**src/gp_timer_pkg.sv**
```systemverilog
// Purpose : Shared constants for the timer, free-run and dropped-frame block
// Assumes : 125 MHz core clock, 16-bit host bus reaching 32-bit registers
// Notes   : Offsets are byte addresses of 32-bit registers
package gp_timer_pkg;

  // Register byte offsets
  localparam logic [7:0]  OFF_TIMER_CFG   = 8'h8C;
  localparam logic [7:0]  OFF_TIMER_CNT   = 8'h90;
  localparam logic [7:0]  OFF_WORD_ORDER  = 8'h98;
  localparam logic [7:0]  OFF_FREE_RUN    = 8'h9C;
  localparam logic [7:0]  OFF_DROP_CNT    = 8'hA0;

  // Field positions and reset values
  localparam int          TIMER_EN_BIT    = 29;
  localparam int          TIMER_EN_HI_BIT = TIMER_EN_BIT - 16;
  localparam int          DROP_HALF_BIT   = 31;
  localparam logic [15:0] PRELOAD_RST     = 16'hFFFF;
  localparam logic [15:0] COUNT_RST       = 16'hFFFF;
  localparam logic [31:0] WORD_ORDER_RST  = 32'h00000000;
  localparam logic [31:0] SWAP_ALL_ONES   = 32'hFFFFFFFF;
  localparam logic [31:0] FREE_RUN_RST    = 32'h00000000;
  localparam logic [31:0] DROP_RST        = 32'h00000000;

  // Timing: core clock and the 25 MHz free-run rate
  localparam int          CLK_MHZ         = 125;
  localparam int          FR_TICK_MHZ     = 25;
  localparam int          FR_DIV          = CLK_MHZ / FR_TICK_MHZ;
  localparam logic [2:0]  FR_DIV_LAST     = 3'(FR_DIV - 1);
  localparam int          FR_CLEAR_NS     = 160;
  localparam int          FR_CLEAR_CYC    = (FR_CLEAR_NS * CLK_MHZ) / 1000;
  // Timer tick = this many free-run ticks (100 us at 25 MHz)
  localparam int          TIMER_PRESCALE  = 2500;

  // Synchroniser reset image: strobes idle high, address and data zero
  localparam logic [25:0] SYNC_RST        = {3'h7, 7'h00, 16'h0000};

endpackage

```
**src/countdown_timer.sv**
```systemverilog
// Purpose : 16-bit down-counting interval timer with preload and wrap
// Assumes : tick is a one-cycle enable from a divider on the same clock
// Notes   : Count holds while halted; loads preload on each start
`timescale 1ns/1ps
`default_nettype none
module countdown_timer import gp_timer_pkg::*; #(
  parameter int W = 16
) (
  input  wire logic         clk,      // Core clock
  input  wire logic         rst_n,    // Synchronous reset, active low
  input  wire logic         run,      // Run enable from config
  input  wire logic [W-1:0] preload,  // Interval preload
  input  wire logic         tick,     // Count enable pulse
  output logic      [W-1:0] count,    // Live count
  output logic              expired   // One-cycle pulse at zero
);

  logic         run_q, run_d;
  logic [W-1:0] count_q, count_d;
  logic         exp_q, exp_d;

  //////////////////////////////////////////////////////////////////////////////
  // Next state: start loads, halt holds, zero wraps to preload
  always_comb begin
    run_d   = run;
    count_d = count_q;
    exp_d   = 1'b0;
    if (run && !run_q) begin
      count_d = preload;
    end else if (run && tick) begin
      if (count_q == '0) begin
        exp_d   = 1'b1;
        count_d = preload;
      end else begin
        count_d = count_q - 1'b1;
      end
    end
    // Halted: count_d keeps count_q
  end

  always_ff @(posedge clk) begin
    if (!rst_n) begin
      run_q   <= 1'b0;
      count_q <= COUNT_RST[W-1:0];
      exp_q   <= 1'b0;
    end else begin
      run_q   <= run_d;
      count_q <= count_d;
      exp_q   <= exp_d;
    end
  end

  assign count   = count_q;
  assign expired = exp_q;
endmodule
`default_nettype wire

```
**src/half_read_capture.sv**
```systemverilog
// Purpose : Holds a 32-bit value steady across two 16-bit host reads
// Assumes : rd_hit pulses once per half-word read of the owning register
// Notes   : First read snapshots, second read returns snapshot and releases
`timescale 1ns/1ps
`default_nettype none
module half_read_capture import gp_timer_pkg::*; (
  input  wire logic        clk,         // Core clock
  input  wire logic        rst_n,       // Synchronous reset, active low
  input  wire logic [31:0] live,        // Running value
  input  wire logic        rd_hit,      // Read strobe for this register
  input  wire logic        rd_hi,       // Read targets upper half
  output logic      [15:0] half_out,    // Half-word to return
  output logic             first_read   // Pulse on snapshot-taking read
);

  logic        held_q, held_d;
  logic [31:0] cap_q, cap_d;
  logic [31:0] src;

  //////////////////////////////////////////////////////////////////////////////
  // Snapshot on first read, release on second
  always_comb begin
    held_d = held_q;
    cap_d  = cap_q;
    if (rd_hit) begin
      if (held_q) begin
        held_d = 1'b0;
      end else begin
        held_d = 1'b1;
        cap_d  = live;
      end
    end
  end

  always_ff @(posedge clk) begin
    if (!rst_n) begin
      held_q <= 1'b0;
      cap_q  <= 32'h00000000;
    end else begin
      held_q <= held_d;
      cap_q  <= cap_d;
    end
  end

  // Second read serves the copy so both halves match
  assign src        = held_q ? cap_q : live;
  assign half_out   = rd_hi ? src[31:16] : src[15:0];
  assign first_read = rd_hit && !held_q;
endmodule
`default_nettype wire

```
**src/gp_timer_counters.sv**
```systemverilog
// Purpose : Host-visible timer, 25 MHz free-run counter, dropped-frame tally
//           and host word-order control behind the 16-bit host bus
// Assumes : Host pins are asynchronous; strobes held for several core clocks
// Notes   : Strobes are edge based, so a long strobe makes one access only
// Operation
// - Writing one to the run bit starts the interval timer.
// - Run bit zero keeps the interval timer halted.
// - Run bit falling forces the preload field to all ones.
// - Preload is 16-bit read/write, resets to all ones, loads the timer.
// - Count register low half shows live timer value, all ones at reset.
// - Timer raises interrupt events at intervals set by the preload.
// - Word-order not all ones: address bit one selects upper half.
// - Word-order all ones: address bit one selects lower half.
// - Network-side FIFO half-word order never depends on the swap setting.
// - 32-bit free-run counter starts at zero, counts each 25 MHz cycle.
// - Free-run counter rolls over to zero at maximum and continues.
// - First half-word read captures the whole free-run count.
// - Free-run counter may need up to 160 ns to clear after reset.
// - Free-run counter counts in every power management state.
// - Dropped-frame counter increments on every discarded receive frame.
// - First half-word read of the dropped-frame register returns count and clears it.
// - Dropped-frame counter top bit rising raises a halfway event.
`timescale 1ns/1ps
`default_nettype none
module gp_timer_counters import gp_timer_pkg::*; #(
  parameter int PRESCALE = TIMER_PRESCALE
) (
  input  wire logic        clk,                // Core clock, 125 MHz
  input  wire logic        rst_n,              // Synchronous reset, active low
  input  wire logic [7:1]  host_addr,          // Host half-word address
  input  wire logic        host_cs_n,          // Chip select, active low
  input  wire logic        host_rd_n,          // Read strobe, active low
  input  wire logic        host_wr_n,          // Write strobe, active low
  input  wire logic [15:0] host_data_in,       // Host write data
  output logic      [15:0] host_data_out,      // Host read data
  output logic             host_data_oe,       // Drive data bus, high = drive
  input  wire logic        rx_frame_dropped,   // Pulse per discarded frame
  output logic             timer_event,        // Timer interval pulse
  output logic             drop_halfway_event  // Drop tally crossed midpoint
);

  //////////////////////////////////////////////////////////////////////////////
  // Host pin synchroniser and strobe edges
  logic [25:0] sync1_q, sync2_q;
  logic        rd_act_q, wr_act_q;
  logic        s_cs_n, s_rd_n, s_wr_n;
  logic [7:1]  s_addr;
  logic [15:0] s_data;
  logic        rd_act, wr_act, rd_start, wr_start;

  // Two flops per pin; only sync2 is read by logic
  always_ff @(posedge clk) begin
    if (!rst_n) begin
      sync1_q  <= SYNC_RST;
      sync2_q  <= SYNC_RST;
      rd_act_q <= 1'b0;
      wr_act_q <= 1'b0;
    end else begin
      sync1_q  <= {host_cs_n, host_rd_n, host_wr_n, host_addr, host_data_in};
      sync2_q  <= sync1_q;
      rd_act_q <= rd_act;
      wr_act_q <= wr_act;
    end
  end

  assign {s_cs_n, s_rd_n, s_wr_n, s_addr, s_data} = sync2_q;
  assign rd_act   = !s_cs_n && !s_rd_n;
  assign wr_act   = !s_cs_n && !s_wr_n;
  assign rd_start = rd_act && !rd_act_q;
  assign wr_start = wr_act && !wr_act_q;

  //////////////////////////////////////////////////////////////////////////////
  // Address decode and half-word mapping
  logic [7:0]  reg_off;
  logic        hi_sel;
  logic [31:0] word_order_q, word_order_d;

  assign reg_off = {s_addr[7:2], 2'b00};
  // Only the host side is swapped; network ordering is fixed elsewhere
  assign hi_sel  = (word_order_q == SWAP_ALL_ONES) ? !s_addr[1] : s_addr[1];

  //////////////////////////////////////////////////////////////////////////////
  // Configuration registers: run bit, preload, word order
  logic        run_q, run_d;
  logic [15:0] preload_q, preload_d;

  always_comb begin
    run_d        = run_q;
    preload_d    = preload_q;
    word_order_d = word_order_q;
    if (wr_start) begin
      unique case (reg_off)
        OFF_TIMER_CFG: begin
          if (hi_sel) begin
            run_d = s_data[TIMER_EN_HI_BIT];
          end else begin
            preload_d = s_data;
          end
        end
        OFF_WORD_ORDER: begin
          if (hi_sel) begin
            word_order_d[31:16] = s_data;
          end else begin
            word_order_d[15:0] = s_data;
          end
        end
        default: ;
      endcase
    end
    // Stop wins over a preload written in the same access
    if (run_q && !run_d) begin
      preload_d = PRELOAD_RST;
    end
  end

  always_ff @(posedge clk) begin
    if (!rst_n) begin
      run_q        <= 1'b0;
      preload_q    <= PRELOAD_RST;
      word_order_q <= WORD_ORDER_RST;
    end else begin
      run_q        <= run_d;
      preload_q    <= preload_d;
      word_order_q <= word_order_d;
    end
  end

  //////////////////////////////////////////////////////////////////////////////
  // 25 MHz enable, free-run counter and timer prescaler
  logic [2:0]  div_q, div_d;
  logic [31:0] fr_q, fr_d;
  logic [11:0] pre_q, pre_d;
  logic        fr_tick, timer_tick;

  assign fr_tick    = (div_q == FR_DIV_LAST);
  assign timer_tick = fr_tick && (pre_q == 12'(PRESCALE - 1));

  // No power-state input: the counter never gates off
  always_comb begin
    div_d = fr_tick ? 3'h0 : div_q + 3'h1;
    fr_d  = fr_tick ? fr_q + 32'h00000001 : fr_q;
    pre_d = pre_q;
    if (fr_tick) begin
      pre_d = timer_tick ? 12'h000 : pre_q + 12'h001;
    end
  end

  // Clears at the first edge of reset, well inside the allowed window
  always_ff @(posedge clk) begin
    if (!rst_n) begin
      div_q <= 3'h0;
      fr_q  <= FREE_RUN_RST;
      pre_q <= 12'h000;
    end else begin
      div_q <= div_d;
      fr_q  <= fr_d;
      pre_q <= pre_d;
    end
  end

  //////////////////////////////////////////////////////////////////////////////
  // Interval timer
  logic [15:0] timer_count;

  countdown_timer #(
    .W (16)
  ) u_timer (
    .clk     (clk),
    .rst_n   (rst_n),
    .run     (run_q),
    .preload (preload_q),
    .tick    (timer_tick),
    .count   (timer_count),
    .expired (timer_event)
  );

  //////////////////////////////////////////////////////////////////////////////
  // Read snapshots for the two 32-bit counters
  logic        fr_rd_hit, drop_rd_hit, drop_clear;
  logic [15:0] fr_half, drop_half;
  logic [31:0] drop_q, drop_d;

  assign fr_rd_hit   = rd_start && (reg_off == OFF_FREE_RUN);
  assign drop_rd_hit = rd_start && (reg_off == OFF_DROP_CNT);

  half_read_capture u_fr_cap (
    .clk        (clk),
    .rst_n      (rst_n),
    .live       (fr_q),
    .rd_hit     (fr_rd_hit),
    .rd_hi      (hi_sel),
    .half_out   (fr_half),
    .first_read ()
  );

  // Drop tally clears on the snapshot read so the pair stays coherent
  half_read_capture u_drop_cap (
    .clk        (clk),
    .rst_n      (rst_n),
    .live       (drop_q),
    .rd_hit     (drop_rd_hit),
    .rd_hi      (hi_sel),
    .half_out   (drop_half),
    .first_read (drop_clear)
  );

  //////////////////////////////////////////////////////////////////////////////
  // Dropped-frame tally; a drop in the clearing cycle is kept
  logic halfway_q, halfway_d;

  always_comb begin
    drop_d = drop_q;
    if (drop_clear) begin
      drop_d = DROP_RST;
    end
    if (rx_frame_dropped) begin
      drop_d = drop_d + 32'h00000001;
    end
    halfway_d = !drop_q[DROP_HALF_BIT] && drop_d[DROP_HALF_BIT];
  end

  always_ff @(posedge clk) begin
    if (!rst_n) begin
      drop_q    <= DROP_RST;
      halfway_q <= 1'b0;
    end else begin
      drop_q    <= drop_d;
      halfway_q <= halfway_d;
    end
  end

  assign drop_halfway_event = halfway_q;

  //////////////////////////////////////////////////////////////////////////////
  // Read data register; unmapped offsets read zero
  logic [15:0] rdata_q, rdata_d;

  always_comb begin
    rdata_d = rdata_q;
    if (rd_start) begin
      unique case (reg_off)
        OFF_TIMER_CFG:  rdata_d = hi_sel ? 16'(32'(run_q) << TIMER_EN_HI_BIT) : preload_q;
        OFF_TIMER_CNT:  rdata_d = hi_sel ? 16'h0000 : timer_count;
        OFF_WORD_ORDER: rdata_d = hi_sel ? word_order_q[31:16] : word_order_q[15:0];
        OFF_FREE_RUN:   rdata_d = fr_half;
        OFF_DROP_CNT:   rdata_d = drop_half;
        default:        rdata_d = 16'h0000;
      endcase
    end
  end

  always_ff @(posedge clk) begin
    if (!rst_n) begin
      rdata_q <= 16'h0000;
    end else begin
      rdata_q <= rdata_d;
    end
  end

  assign host_data_out = rdata_q;
  assign host_data_oe  = rd_act && rd_act_q;        // Drive once data is valid

  // Helper for the clear check: drop arriving in the clearing cycle
  logic rx_frame_dropped_past;

  // Registers the drop pulse for the clear check above
  always_ff @(posedge clk) begin
    if (!rst_n) begin
      rx_frame_dropped_past <= 1'b0;
    end else begin
      rx_frame_dropped_past <= rx_frame_dropped;
    end
  end
endmodule
`default_nettype wire

```
**config.mk**
```make
export PLATFORM = sky130hd
export DESIGN_NAME = gp_timer_counters
export DESIGN_NICKNAME = d
export VERILOG_FILES = /design/src/gp_timer_pkg.sv /design/src/countdown_timer.sv /design/src/half_read_capture.sv /design/src/gp_timer_counters.sv
export SDC_FILE = /design/constraint.sdc
export NUM_CORES = 1
export LEC_CHECK = 0
export ABC_AREA = 1
export BUFFER_PORTS_ARGS = -buffer_cell sky130_fd_sc_hd__buf_2
export CAP_MARGIN = 40
export CELL_PAD_IN_SITES_DETAIL_PLACEMENT = 0
export CELL_PAD_IN_SITES_GLOBAL_PLACEMENT = 1
export CORE_UTILIZATION = 25
export CTS_CLUSTER_SIZE = 10
export DETAILED_ROUTE_END_ITERATION = 6
export GPL_TIMING_DRIVEN = 0
export MAX_ROUTING_LAYER = met4
export PLACE_DENSITY_LB_ADDON = 0.25
export SYNTH_ARGS = -nofsm -noshare
export SYNTH_HDL_FRONTEND = slang
export SYNTH_SLANG_ARGS = --single-unit
```
**constraint.sdc**
```tcl
create_clock -name clk -period 4.25 [get_ports clk]
set_clock_uncertainty 0.05 [all_clocks]
set_input_delay 0.6375 -clock clk [delete_from_list [all_inputs] [get_ports clk]]
set_output_delay 0.6375 -clock clk [all_outputs]
set_load 0.02 [all_outputs]
```
# ---- After elaboration in Yosys (flattened, before gate mapping)
# Cells that the tools add are included.
dict set report word_totals {
  in_bits 29
  elab_cells 89
  register_bits 283
  output_inout_bits 19
}
dict set report classes {
  n_reduce_logical 31
  n_bitwise 3
  n_eq_ne 8
  muxes 21
  addsub 5
}
# op n
set op_table {}
lappend op_table {{two-way mux 16 bit} 8}
lappend op_table {{two-way mux 32 bit} 4}
lappend op_table {{case mux 16 bit (5 select lines)} 1}
lappend op_table {{adder 32 x 1 -> 32 bit (second input constant)} 2}
lappend op_table {{== test 32 bit (second input constant)} 1}
lappend op_table {{== test 6 bit (second input constant)} 5}
lappend op_table {{logical NOT 16 bit} 1}
lappend op_table {{subtractor 16 x 1 -> 16 bit (second input constant)} 1}
lappend op_table {{logical AND 1 bit} 13}
lappend op_table {{adder 12 x 1 -> 12 bit (second input constant)} 1}
lappend op_table {{== test 12 bit (second input constant)} 1}
lappend op_table {{two-way mux 12 bit} 1}
lappend op_table {{logical NOT 1 bit} 10}
lappend op_table {{AND reduction 3 bit} 3}
lappend op_table {{two-way mux 1 bit} 7}
lappend op_table {{OR reduction 2 bit} 2}
lappend op_table {{adder 3 x 1 -> 3 bit (second input constant)} 1}
lappend op_table {{== test 3 bit (second input constant)} 1}
lappend op_table {{NOT 1 bit} 3}
lappend op_table {{OR reduction 3 bit} 1}
lappend op_table {{nonzero test 2 bit} 1}

# ---- Longest topological paths before layout
# Gate-level depths: netlist of the first run.
dict set report logic_depth {
  depth_word 9
  depth_mapped 20
  depth_no_buf 17
}

# ---- Cells and area by module
# From an unflattened synthesis of the first run, not the netlist that was laid out.
dict set report hier_totals {
  hier_cells 2255
  hier_area_um2 14569.0
}
# mod area_per_inst_um2 cells_each seq_area_each_um2 n_inst
set by_module_without_submodules {}
lappend by_module_without_submodules {gp_timer_counters 9135.0 1283 3983.8 1}
lappend by_module_without_submodules {half_read_capture 2004.4 366 660.6 2}
lappend by_module_without_submodules {countdown_timer 1425.1 240 360.3 1}

# ---- Least setup slack after synthesis of the first run
# No wires, ideal clock.
dict set report synth_timing {
  path_kind {register to register}
  startpoint {register sync2_q[25]}
  endpoint {register drop_q[30]}
  t_arrival_ns 2.059
  setup_ns 0.110
  n_path_buf 3
  synth_period_minus_slack_ns 2.219
  slack_ns 2.031
  path_stages_with_launch 18
  t_required_ns 4.090
  cell_sequence {dfxtp_1 -> or2_4 -> nor2_8 -> nand3_4 -> buf_12 -> buf_6 -> buf_6 -> nand2_1 -> inv_1 -> ha_1 -> nand2_1 -> inv_1 -> nand4_1 -> nor2_4 -> nand3_1 -> nand2_1 -> inv_1 -> nor2_1}
}
dict set report synth_between {
  elab_chain_len 8
}
# element line
set synth_rtl {}
lappend synth_rtl {{from (decl)} gp_timer_counters.sv:44} ;# logic [25:0] sync1_q, sync2_q;
lappend synth_rtl {{from (signal assigned)} gp_timer_counters.sv:60} ;# sync2_q <= sync1_q;
lappend synth_rtl {{logical NOT 1 bit *} gp_timer_counters.sv:67} ;# assign rd_act = !s_cs_n && !s_rd_n;
lappend synth_rtl {{logical AND 1 bit *} gp_timer_counters.sv:67}
lappend synth_rtl {{logical AND 1 bit *} gp_timer_counters.sv:69} ;# assign rd_start = rd_act && !rd_act_q;
lappend synth_rtl {{logical AND 1 bit *} gp_timer_counters.sv:184} ;# assign drop_rd_hit = rd_start && (reg_off == OFF_DROP_CNT);
lappend synth_rtl {{logical AND 1 bit *} half_read_capture.sv:48} ;# assign first_read = rd_hit && !held_q;
lappend synth_rtl {{two-way mux 32 bit *} gp_timer_counters.sv:213} ;# if (drop_clear) begin
lappend synth_rtl {{adder 32 x 1 -> 32 bit} gp_timer_counters.sv:217} ;# drop_d = drop_d + 32'h00000001;
lappend synth_rtl {{two-way mux 32 bit *} gp_timer_counters.sv:216} ;# if (rx_frame_dropped) begin
lappend synth_rtl {{to (signal assigned)} gp_timer_counters.sv:227} ;# drop_q <= drop_d;
lappend synth_rtl {{to (decl)} gp_timer_counters.sv:181} ;# logic [31:0] drop_q, drop_d;
# Mark *: on every way between the ends. The rest lies on a longest branch, timed or not.
# A chain may end at the register's enable or synchronous reset.

# ---- Worst setup path after layout of the first run
dict set report layout_timing {
  startpoint {register sync2_q[17]}
  endpoint {register drop_q[22]}
}
dict set report layout_between {
  elab_chain_len 6
}
# element line
set layout_rtl {}
lappend layout_rtl {{== test 6 bit *} gp_timer_counters.sv:184}
lappend layout_rtl {{logical AND 1 bit *} gp_timer_counters.sv:184}
lappend layout_rtl {{logical AND 1 bit *} half_read_capture.sv:48}
lappend layout_rtl {{two-way mux 32 bit *} gp_timer_counters.sv:213}
lappend layout_rtl {{adder 32 x 1 -> 32 bit} gp_timer_counters.sv:217}
lappend layout_rtl {{two-way mux 32 bit *} gp_timer_counters.sv:216}
# Marks and branches as above.

==> flow_metrics.tcl, run 1 <==
set metrics [dict create \
    synthAdderAreaFrac_pct 0.657 \
    synth_nets 1899 \
    grt_use_total_pct 18.3 \
    synthXorXnorAreaFrac_pct 1.31 \
    antenna_found_initial 1 \
    pre_cts_slack_ns 1.43 \
    finalHoldViolations 0 \
    fin_tns_setup_ns 0 \
    outcome "finished, final reports clean" \
    path_class "register to register" \
    fmax_ghz 0.353 \
    fin_cells 2662 \
    final_nets 1989 \
    timing.final.ws_setup_ns 1.42 \
    post-route-period-util_pct 66.7 \
    io_pins 48 \
    fp-row-count 84 \
    yosys.area.top_type_share_pct 42.5 \
    synth_edf_count 0 \
    synthArstFlopShare_pct 0 \
    grt_max_degree 11 \
    cts_hold_buf 0 \
    grt_pass1_vias 11700 \
    die_y_um 233 \
    ant_nets 0 \
    drive_above_1_share_pct 11.0 \
    powerDensity_mw_per_mm2 370 \
    yosys.area.top_type "dfxtp_1" \
    yosys_most_used_dff "dfxtp_1" \
    avgSynthCellArea_um2 7.15 \
    place.gp.congestion 0.928 \
    power.static_leakage_nw 6.28 \
    cts_buffers 37 \
    timing.max_cap.violations 0 \
    post_cts_resized 0 \
    dp_cells 2602 \
    dp_hpwl_um 36500 \
    cts_tree "yes" \
    cts_buffer_depth 3 \
    clkTransAtPathRegs_ns 0.06 \
    synth_area_leaders "dfxtp_1 (43%), nand2_1 (12%), inv_1 (5.7%)" \
    cts.sinks 283 \
    core_area_mm2 0.0527 \
    peakVddDrop_mv 0.211 \
    drc 0 \
    cp.arrival_ns 3.23 \
    wl_per_cell_um 17.9 \
    finalSetupViolCount 0 \
    root_buffer "clkbuf_16" \
    syn_inst 1863 \
    die_w_um 233 \
    yosys_warnings 0 \
    synth_top_family_by_area "simple AND/OR/NAND/NOR gates" \
    routed_wl_um 47700 \
    h-tree-depth 2 \
    drtIter0Drc 914 \
    worstPathRequired_ns 4.65 \
    worst_setup_path_end_kind "register" \
    max_slew.worst_pin.slew_ns 0.901 \
    finalCriticalPeriod_ns 2.83 \
    area_delta_synth_final_pct 16.7 \
    grt_setup_unrepaired "false" \
    crit_fanout 10 \
    grt_pass1_wl_um 72600 \
    dr.pass1.iters 7 \
    synth_seq_cells 283 \
    vias_per_cell 4.66 \
    synth_most_common_cell "nand2_1" \
    synth-seq-area-share_pct 42.5 \
    synth_cell_types 48 \
    synthTopCellsByCount "nand2_1 (427), dfxtp_1 (283), inv_1 (202)" \
    initial_core_util_pct 25.3 \
    drv_slew 0 \
    cp-start-kind "register" \
    hold_path_class "input port to register" \
    slew_headroom_pct 39.4 \
    die_area_mm2 0.0542 \
    yosys.area_share.simple_pct 30.4 \
    synth-compound-area-share_pct 14.0 \
    gr-total-overflow 0 \
    synth_area_mm2 0.0133 \
    io_buffers 45 \
    utilization_pct 29.5 \
    cts_setup_buffers 0 \
    total_power_mw 5.76 \
    clk_latency_ns 0.56 \
    synth.mux.area_fraction_pct 1.58 \
    num_vias 12400 \
]
## flip-flops by register name, indices dropped and copies added (netlist names), 3 cells and up
register	count
pre_q	12
u_fr_cap.cap_q	32
u_drop_cap.cap_q	32
preload_q	16
word_order_q	32
sync1_q	26
drop_q	32
u_timer.count	16
host_data_out	16
div_q	3
sync2_q	26
fr_q	32
## path summary, 6_finish.rpt
path	depth (start not counted)	end	from	slack, ns
setup / recovery	17	drop_q[22]	sync2_q[17]	1.42
hold / removal	3	sync1_q[17]	host_addr[2]	0.21
setup reg to reg	17	drop_q[22]	sync2_q[17]	1.42
hold reg to reg	2	sync2_q[18]	sync1_q[18]	0.35
## metrics by stage
stage	hold WS, ns	instance area (um2)
2_1_floorplan	0.340	13300
3_3_place_gp	0.343	14400
3_5_place_dp	0.347	14500
4_1_cts	0.185	15500
5_1_grt	0.200	15500
6_report	0.207	15500
## metal layers
metal / vias to the layer above / track usage, % / share of wire (%)
met3: 69 / 3.13 / 4.9
met2: 293 / 27.2 / 44
met4: 0 / 4.72 / 2.2
met1: 5775 / 25.5 / 49
met5: - / - / 0
li1: 6281 / - / -
## report_power, final
group | internal (mW) | switching, mW | total, mW
clock | 1.67 | 1.21 | 2.88
sequential | 2.68 | 0.0238 | 2.71
combinational | 0.0485 | 0.126 | 0.174
total | 4.40 | 1.36 | 5.76
## cell families (layout without fill, tap and decap cells)
kind of cell | after synthesis | in the layout
compound gates | 332 | 332
xor+xnor | 20 | 20
fa+ha+maj | 7 | 7
buf+inv | 313 | 423
flops | 283 | 283
mux | 21 | 21
other cells | 0 | 1
simple gates | 887 | 887
## critical path, cell delays in order (launching register included)
cell and delay, ns:
dfxtp_1 0.38, nor2_1 0.08, nand2_2 0.12, nor2_8 0.08
nand3_4 0.10, buf_12 0.15, buf_6 0.16, buf_6 0.18
nand2_1 0.11, inv_1 0.07, ha_1 0.16, nand2_1 0.07
inv_1 0.11, nand4_1 0.33, nor2_4 0.31, nand2_1 0.07
o21ai_1 0.12, nor2_1 0.05
## cells in the final DEF (no fill, tap or decap), types with 3 or more instances in the layout
cell type,instances
nand2_1,427
dfxtp_1,283
inv_1,202
nor2_1,193
a21oi_1,122
o21ai_0,120
nand3_1,81
buf_2,80
clkbuf_1,66
nand4_1,54
nor3_1,46
a211oi_1,38
clkbuf_16,37
mux2i_1,21
xor2_1,18
o22ai_1,18
inv_2,16
nand3_2,11
or2_2,11
nand2_2,9
nor3b_1,9
nor2_4,9
nor2_2,8
o21ai_1,7
o221ai_1,7
ha_1,7
nor4_1,6
a221oi_1,6
nand3b_1,5
buf_6,4
nor3_2,4
o2bb2ai_1,4
o211ai_1,4
clkinv_2,4
clkbuf_8,4
or2_1,3
## final cells by class
type	instances	area, um2
multi-input combinational	1267	6390
inverter	218	818
sequential	283	5670
timing repair buffer	51	289
tap	688	861
antenna	1	2.50
fill	5772	37100
buffer	95	454
clock inverter	7	46.3
clock buffer	52	1020
(Power assumes the default switching activity.)
==> run 2, diff against run 1 <==
--- a/config.mk
+++ b/config.mk
@@ -5,7 +5,7 @@
 export SDC_FILE = /design/constraint.sdc
 export NUM_CORES = 1
 export LEC_CHECK = 0
-export ABC_AREA = 1
+export ABC_AREA = 0
 export BUFFER_PORTS_ARGS = -buffer_cell sky130_fd_sc_hd__buf_2
 export CAP_MARGIN = 40
 export CELL_PAD_IN_SITES_DETAIL_PLACEMENT = 0
==> constraint.sdc (replaced) <==
create_clock -name clk -period 2.6 [get_ports clk]
set_clock_uncertainty 0.05 [all_clocks]
set_input_delay 0.39 -clock clk [delete_from_list [all_inputs] [get_ports clk]]
set_output_delay 0.39 -clock clk [all_outputs]
set_load 0.02 [all_outputs]
==> flow_metrics.tcl, run 2 <==
set metrics [dict create \
    outcome "finished, violations left" \
    violations "setup timing" \
    cp.arrival_ns 3.14 \
    mostFrequentLayoutCells "dfxtp_1 (270), nand2_1 (241), mux2i_1 (105)" \
    die_y_um 228 \
    synth_nets 1534 \
    die_area_mm2 0.0520 \
    fin_tns_setup_ns -1.17 \
    yosys_warnings 0 \
    finalInstanceArea_mm2 0.0159 \
    dp_cells 2225 \
    dr.pass1.iters 5 \
    synth_cell_types 72 \
    h-tree-depth 2 \
    initial_core_util_pct 25.4 \
    grt_use_total_pct 17.6 \
    wl_per_cell_um 19.0 \
    cts_tree "yes" \
    root_buffer "clkbuf_16" \
    synth_area_leaders "dfxtp_1 (44%), mux2i_1 (8.2%), nand2_1 (7.1%)" \
    drv_slew 0 \
    crit_fanout 4 \
    fmax_ghz 0.362 \
    cp-start-kind "register" \
    io_pins 48 \
    path_class "register to register" \
    hold_path_class "input port to register" \
    synth_area_mm2 0.0128 \
    num_vias 11300 \
    avgSynthCellArea_um2 8.53 \
    place.gp.congestion 0.905 \
    antenna_found_initial 1 \
    die_w_um 228 \
    timing.max_cap.violations 0 \
    synthXorXnorAreaFrac_pct 3.77 \
    cts_buffer_depth 3 \
    vias_per_cell 4.84 \
    synth_top_family_by_area "simple AND/OR/NAND/NOR gates" \
    routed_wl_um 44400 \
    grt_pass1_wl_um 68300 \
    gr-total-overflow 0 \
    yosys.area_share.simple_pct 25.0 \
    max_slew.worst_pin.slew_ns 0.835 \
    drtIter0Drc 790 \
    grt_pass1_vias 11200 \
    finalCriticalPeriod_ns 2.77 \
    dp_hpwl_um 32900 \
    layout_commonest_cell "dfxtp_1" \
    yosys.area.top_type_share_pct 44.3 \
    area_delta_synth_final_pct 24.7 \
    worstSetupEndpoint "drop_q[30]" \
    fillers 5409 \
    yosys_most_used_dff "dfxtp_1" \
    r2r_slack_ns -0.17 \
    synth-seq-area-share_pct 44.3 \
    ant_nets 0 \
    power.static_leakage_nw 5.22 \
    drive_above_1_share_pct 13.2 \
    worstPathRequired_ns 2.97 \
    fin_cells 2334 \
    finalSetupViolCount 12 \
    synth-compound-area-share_pct 13.9 \
    synth_seq_cells 283 \
    startpoint "sync2_q[19]" \
    grt_max_degree 11 \
    clkTransAtPathRegs_ns 0.05 \
    core_area_mm2 0.0503 \
    clk_latency_ns 0.55 \
    placed_area_mm2 0.0140 \
    yosys.area.top_type "dfxtp_1" \
    final_nets 1671 \
    powerDensity_mw_per_mm2 628 \
    timing.final.ws_setup_ns -0.166 \
    reg2reg_from "sync2_q[19]" \
    post-route-period-util_pct 106 \
    synthTopCellsByCount "dfxtp_1 (283), nand2_1 (241), mux2i_1 (105)" \
    io_buffers 46 \
    peakVddDrop_mv 0.351 \
    cts_buffers 38 \
    synthAdderAreaFrac_pct 0.685 \
    synth_edf_count 0 \
    slew_headroom_pct 44.3 \
    synth.mux.area_fraction_pct 8.31 \
    syn_inst 1498 \
    synth_most_common_cell "dfxtp_1" \
    utilization_pct 31.7 \
    drc 0 \
    finalHoldViolations 0 \
    synthArstFlopShare_pct 0 \
    worst_r2r_endpoint "drop_q[30]" \
    cts.sinks 283 \
    fp-row-count 82 \
    grt_setup_unrepaired "true" \
    reg2reg_depth 11 \
    worst_setup_path_end_kind "register" \
    timing.hold.ws_ns 0.198 \
]
-- run 2: changes by cell type in the layout (fill, tap and decap cells not counted), sizes merged, moves of 36 or more --
cell    before  now
inv        220   18
nand2      438  242
nor2       212   98
mux2i       21  105
o21ai      127   49
and2         0   56
clkbuf     107  154
a211oi      38    2
-- run 2: power breakdown --
part           switching [mW]  leakage, nW  internal (mW)  total (mW)
sequential             0.0301         2.30           4.39        4.42
clock                    1.96        0.629           3.34        5.30
combinational           0.189         2.29          0.113       0.301
-- run 2: cells by family (layout without fill, tap and decap cells) --
kind of cell | count (synthesis) | in the layout
multiplexers | 106 | 106
AO/OA/AOI/OAI | 272 | 272
XOR/XNOR | 55 | 55
AND/OR/NAND/NOR | 644 | 644
other | 0 | 1
adder cells (fa/ha/maj) | 7 | 7
flip-flops | 283 | 283
buffers and inverters | 131 | 294
-- run 2: metal layers --
| metal | routed length, um | vias up | global-route usage (%) |
|---|---|---|---|
| met2 | 19700 | 235 | 26.5 |
| met4 | 1620 | 0 | 7.76 |
| met3 | 1690 | 71 | 2.36 |
| li1 | - | 5634 | - |
| met1 | 21300 | 5358 | 23.6 |
| met5 | 0 | - | - |
-- run 2: timing repair --
action,4_1_cts,5_1_grt
setup endpoints to repair,115,143
hold buffers,26,0
endpoints found under the hold margin,26,0
pin swaps,19,31
buffers inserted,19,5
resized for setup,45,56
-- run 2: cell type report --
type                            count  area [um2]  share of cell area, %
Buffer                            107         487                   3.05
Clock buffer                       61        1200                   7.54
Tap cell                          672         841                   5.28
Antenna cell                        1        2.50                 0.0157
Sequential cell                   283        5690                   35.7
Timing Repair Buffer              103         723                   4.54
Multi-Input combinational cell   1084        6850                   43.0
Inverter                           18        67.6                  0.424
Clock inverter                      5        75.1                  0.471
-- run 2: worst min-delay path by stage --
stage | startpoint | end | slack, ns | depth (start not counted)
after global placement | sync1_q[25] | sync2_q[25] | 0.35 | 1
after global routing | rx_frame_dropped | drop_q[1] | 0.24 | 3
after detailed placement | sync1_q[23] | sync2_q[23] | 0.35 | 1
after floorplan | sync1_q[25] | sync2_q[25] | 0.34 | 1
final | rx_frame_dropped | drop_q[1] | 0.20 | 3
after CTS | rx_frame_dropped | drop_q[1] | 0.16 | 3
-- run 2: through the flow --
stage                     total power [mW]  setup WS [ns]
after floorplan                       4.65        -0.0974
after global placement                4.77         -0.966
after detailed placement              4.77         -0.750
final                                 10.0         -0.166
after global routing                  10.4         -0.248
after CTS                             10.2         -0.160
-- run 2: worst max-delay path: stages (launching register included) --
cell and delay [ns]:
dfxtp_2 0.34, or4b_4 0.57, or4_4 0.58, buf_8 0.15, and2_4 0.15, ha_4 0.16, nand3_4 0.07, buf_6 0.11
nor4_4 0.06, nand4_1 0.19, or3_1 0.14, a21oi_1 0.05
==> run 3, diff against run 2 <==
--- a/config.mk
+++ b/config.mk
@@ -10,7 +10,7 @@
 export CAP_MARGIN = 40
 export CELL_PAD_IN_SITES_DETAIL_PLACEMENT = 0
 export CELL_PAD_IN_SITES_GLOBAL_PLACEMENT = 1
-export CORE_UTILIZATION = 25
+export CORE_UTILIZATION = 43
 export CTS_CLUSTER_SIZE = 10
 export DETAILED_ROUTE_END_ITERATION = 6
 export GPL_TIMING_DRIVEN = 0
==> flow_metrics.tcl, run 3 (synthesis gave the netlist of run 2 again) <==
set metrics [dict create \
    wl_per_cell_um 20.6 \
    initial_core_util_pct 44.1 \
    pre_cts_slack_ns -0.808 \
    layout_commonest_cell "dfxtp_1" \
    timing.max_cap.violations 0 \
    use_met2_pct 42.6 \
    grt_pass1_wl_um 62800 \
    cts_hold_buf 0 \
    drv_slew 0 \
    total_power_mw 9.13 \
    routed_wl_um 41100 \
    grt_setup_unrepaired "true" \
    cts_buffers 35 \
    finalSetupViolCount 38 \
    grt_use_total_pct 27.6 \
    final_nets 1639 \
    area_delta_synth_final_pct 17.1 \
    crit_path_frequent_cell "clkbuf_1" \
    holdPathEnd "sync1_q[24]" \
    diodes 0 \
    reg2reg_depth 8 \
    die_w_um 174 \
    place.gp.congestion 0.942 \
    power.static_leakage_nw 4.92 \
    dp_hpwl_um 30200 \
    dr.pass1.iters 5 \
    core_area_mm2 0.0290 \
    peakVddDrop_mv 0.412 \
    finalHoldViolations 0 \
    grt_max_degree 17 \
    slew_headroom_pct 40.5 \
    timing.final.ws_setup_ns -0.0564 \
    drive_above_1_share_pct 12.2 \
    mostFrequentLayoutCells "dfxtp_1 (272), nand2_1 (241), mux2i_1 (105)" \
    fmax_ghz 0.376 \
    io_pins 48 \
    path_class "register to register" \
    critical-path-slowest-cell "or3_1" \
    h-tree-depth 2 \
    vias_per_cell 5.79 \
    met1_usage_pct 35.7 \
    top_usage_layer "met2" \
    gr-usage-met3_pct 4.29 \
    antenna_found_initial 0 \
    drc 0 \
    clk_latency_ns 0.52 \
    r2r_slack_ns -0.06 \
    fp-row-count 62 \
    cp.arrival_ns 2.98 \
    gr-total-overflow 0 \
    violations "setup timing" \
    drtIter0Drc 1084 \
    grt_pass1_vias 10700 \
    utilization_pct 51.6 \
    cpPeakStageDelay_ns 0.46 \
    hp-start "host_rd_n" \
    timing.hold.ws_ns 0.0188 \
    powerDensity_mw_per_mm2 610 \
    cts_buffer_depth 3 \
    die_area_mm2 0.0304 \
    crit_chain "clkbuf_2 -> and4bb_2 -> nand3_1 -> or3_1 -> clkbuf_1 -> clkbuf_1 -> nand2_1 -> a21oi_1" \
    ant_nets 0 \
    root_buffer "clkbuf_16" \
    cp-start-kind "register" \
    cts_tree "yes" \
    max_slew.worst_pin.slew_ns 0.892 \
    outcome "finished, violations left" \
    holdPathStages 2 \
    clkTransAtPathRegs_ns 0.05 \
    post-route-period-util_pct 102 \
    fillers 2778 \
    crit_fanout 10 \
    die_y_um 174 \
    reg2reg_from "sync2_q[19]" \
    cts.sinks 283 \
    num_vias 11600 \
    crit_buf_inv 3 \
    hold_path_class "input port to register" \
    worst_setup_path_end_kind "register" \
    worst_r2r_endpoint "u_fr_cap.cap_q[12]" \
    finalCriticalPeriod_ns 2.66 \
    worstPathRequired_ns 2.92 \
    io_buffers 46 \
    cp_top_family "simple AND/OR/NAND/NOR gates" \
]
run 3: worst reg2reg max path, stage by stage (launching register included):
cell and delay [ns]:
dfxtp_1 0.36, clkbuf_2 0.24, and4bb_2 0.32, nand3_1 0.41, or3_1 0.46, clkbuf_1 0.20
clkbuf_1 0.28, nand2_1 0.13, a21oi_1 0.06
run 3: what timing repair did:
| action | in CTS | in global routing |
|---|---|---|
| pin swaps | 11 | 21 |
| buffers inserted | 16 | 13 |
| endpoints found under the setup margin | 98 | 138 |
| resized for setup | 34 | 50 |
run 3: final cells by class:
class                      instances  area, um2  area share (%)
buffer                           105        458            3.06
clock buffer                      46        970            6.48
clock inverter                     2       35.0           0.234
inverter                          18       67.6           0.451
multi-input combinational       1084       6810            45.5
sequential                       283       5690            38.0
tap                              384        480            3.21
timing repair buffer              76        455            3.04
run 3: worst max path at each step:
| stage | from | endpoint | slack, ns | cells past startpoint |
|---|---|---|---|---|
| final | sync2_q[19] | u_fr_cap.cap_q[12] | -0.06 | 8 |
| after global routing | sync2_q[19] | u_fr_cap.cap_q[8] | -0.17 | 8 |
| after CTS | sync2_q[18] | drop_q[18] | -0.19 | 13 |
| after detailed placement | sync2_q[25] | drop_q[30] | -0.81 | 12 |
| after global placement | sync2_q[25] | drop_q[30] | -0.78 | 12 |
| after floorplan | sync2_q[17] | drop_q[18] | -0.1 | 13 |
run 3: through the flow:
step / std cells / TNS, ns / instance area, um2
6_report: 1998 / -1.67 / 15000
2_1_floorplan: 1498 / -0.454 / 12800
5_1_grt: 1998 / -5.51 / 15000
3_3_place_gp: 1928 / -16.19 / 13500
4_1_cts: 1991 / -1.21 / 14800
3_5_place_dp: 1929 / -14.65 / 13500
run 3: power breakdown:
part | internal (mW) | switching (mW)
clock network | 2.67 | 1.77
registers | 4.38 | 0.0304
logic | 0.0851 | 0.189
total | 7.14 | 1.99
run 3: routing by layer:
metal	vias to the layer above	part of all wire [%]
li1	5545	-
met1	5518	44
met2	400	45
met3	101	5.9
met4	0	4.1
met5	-	0
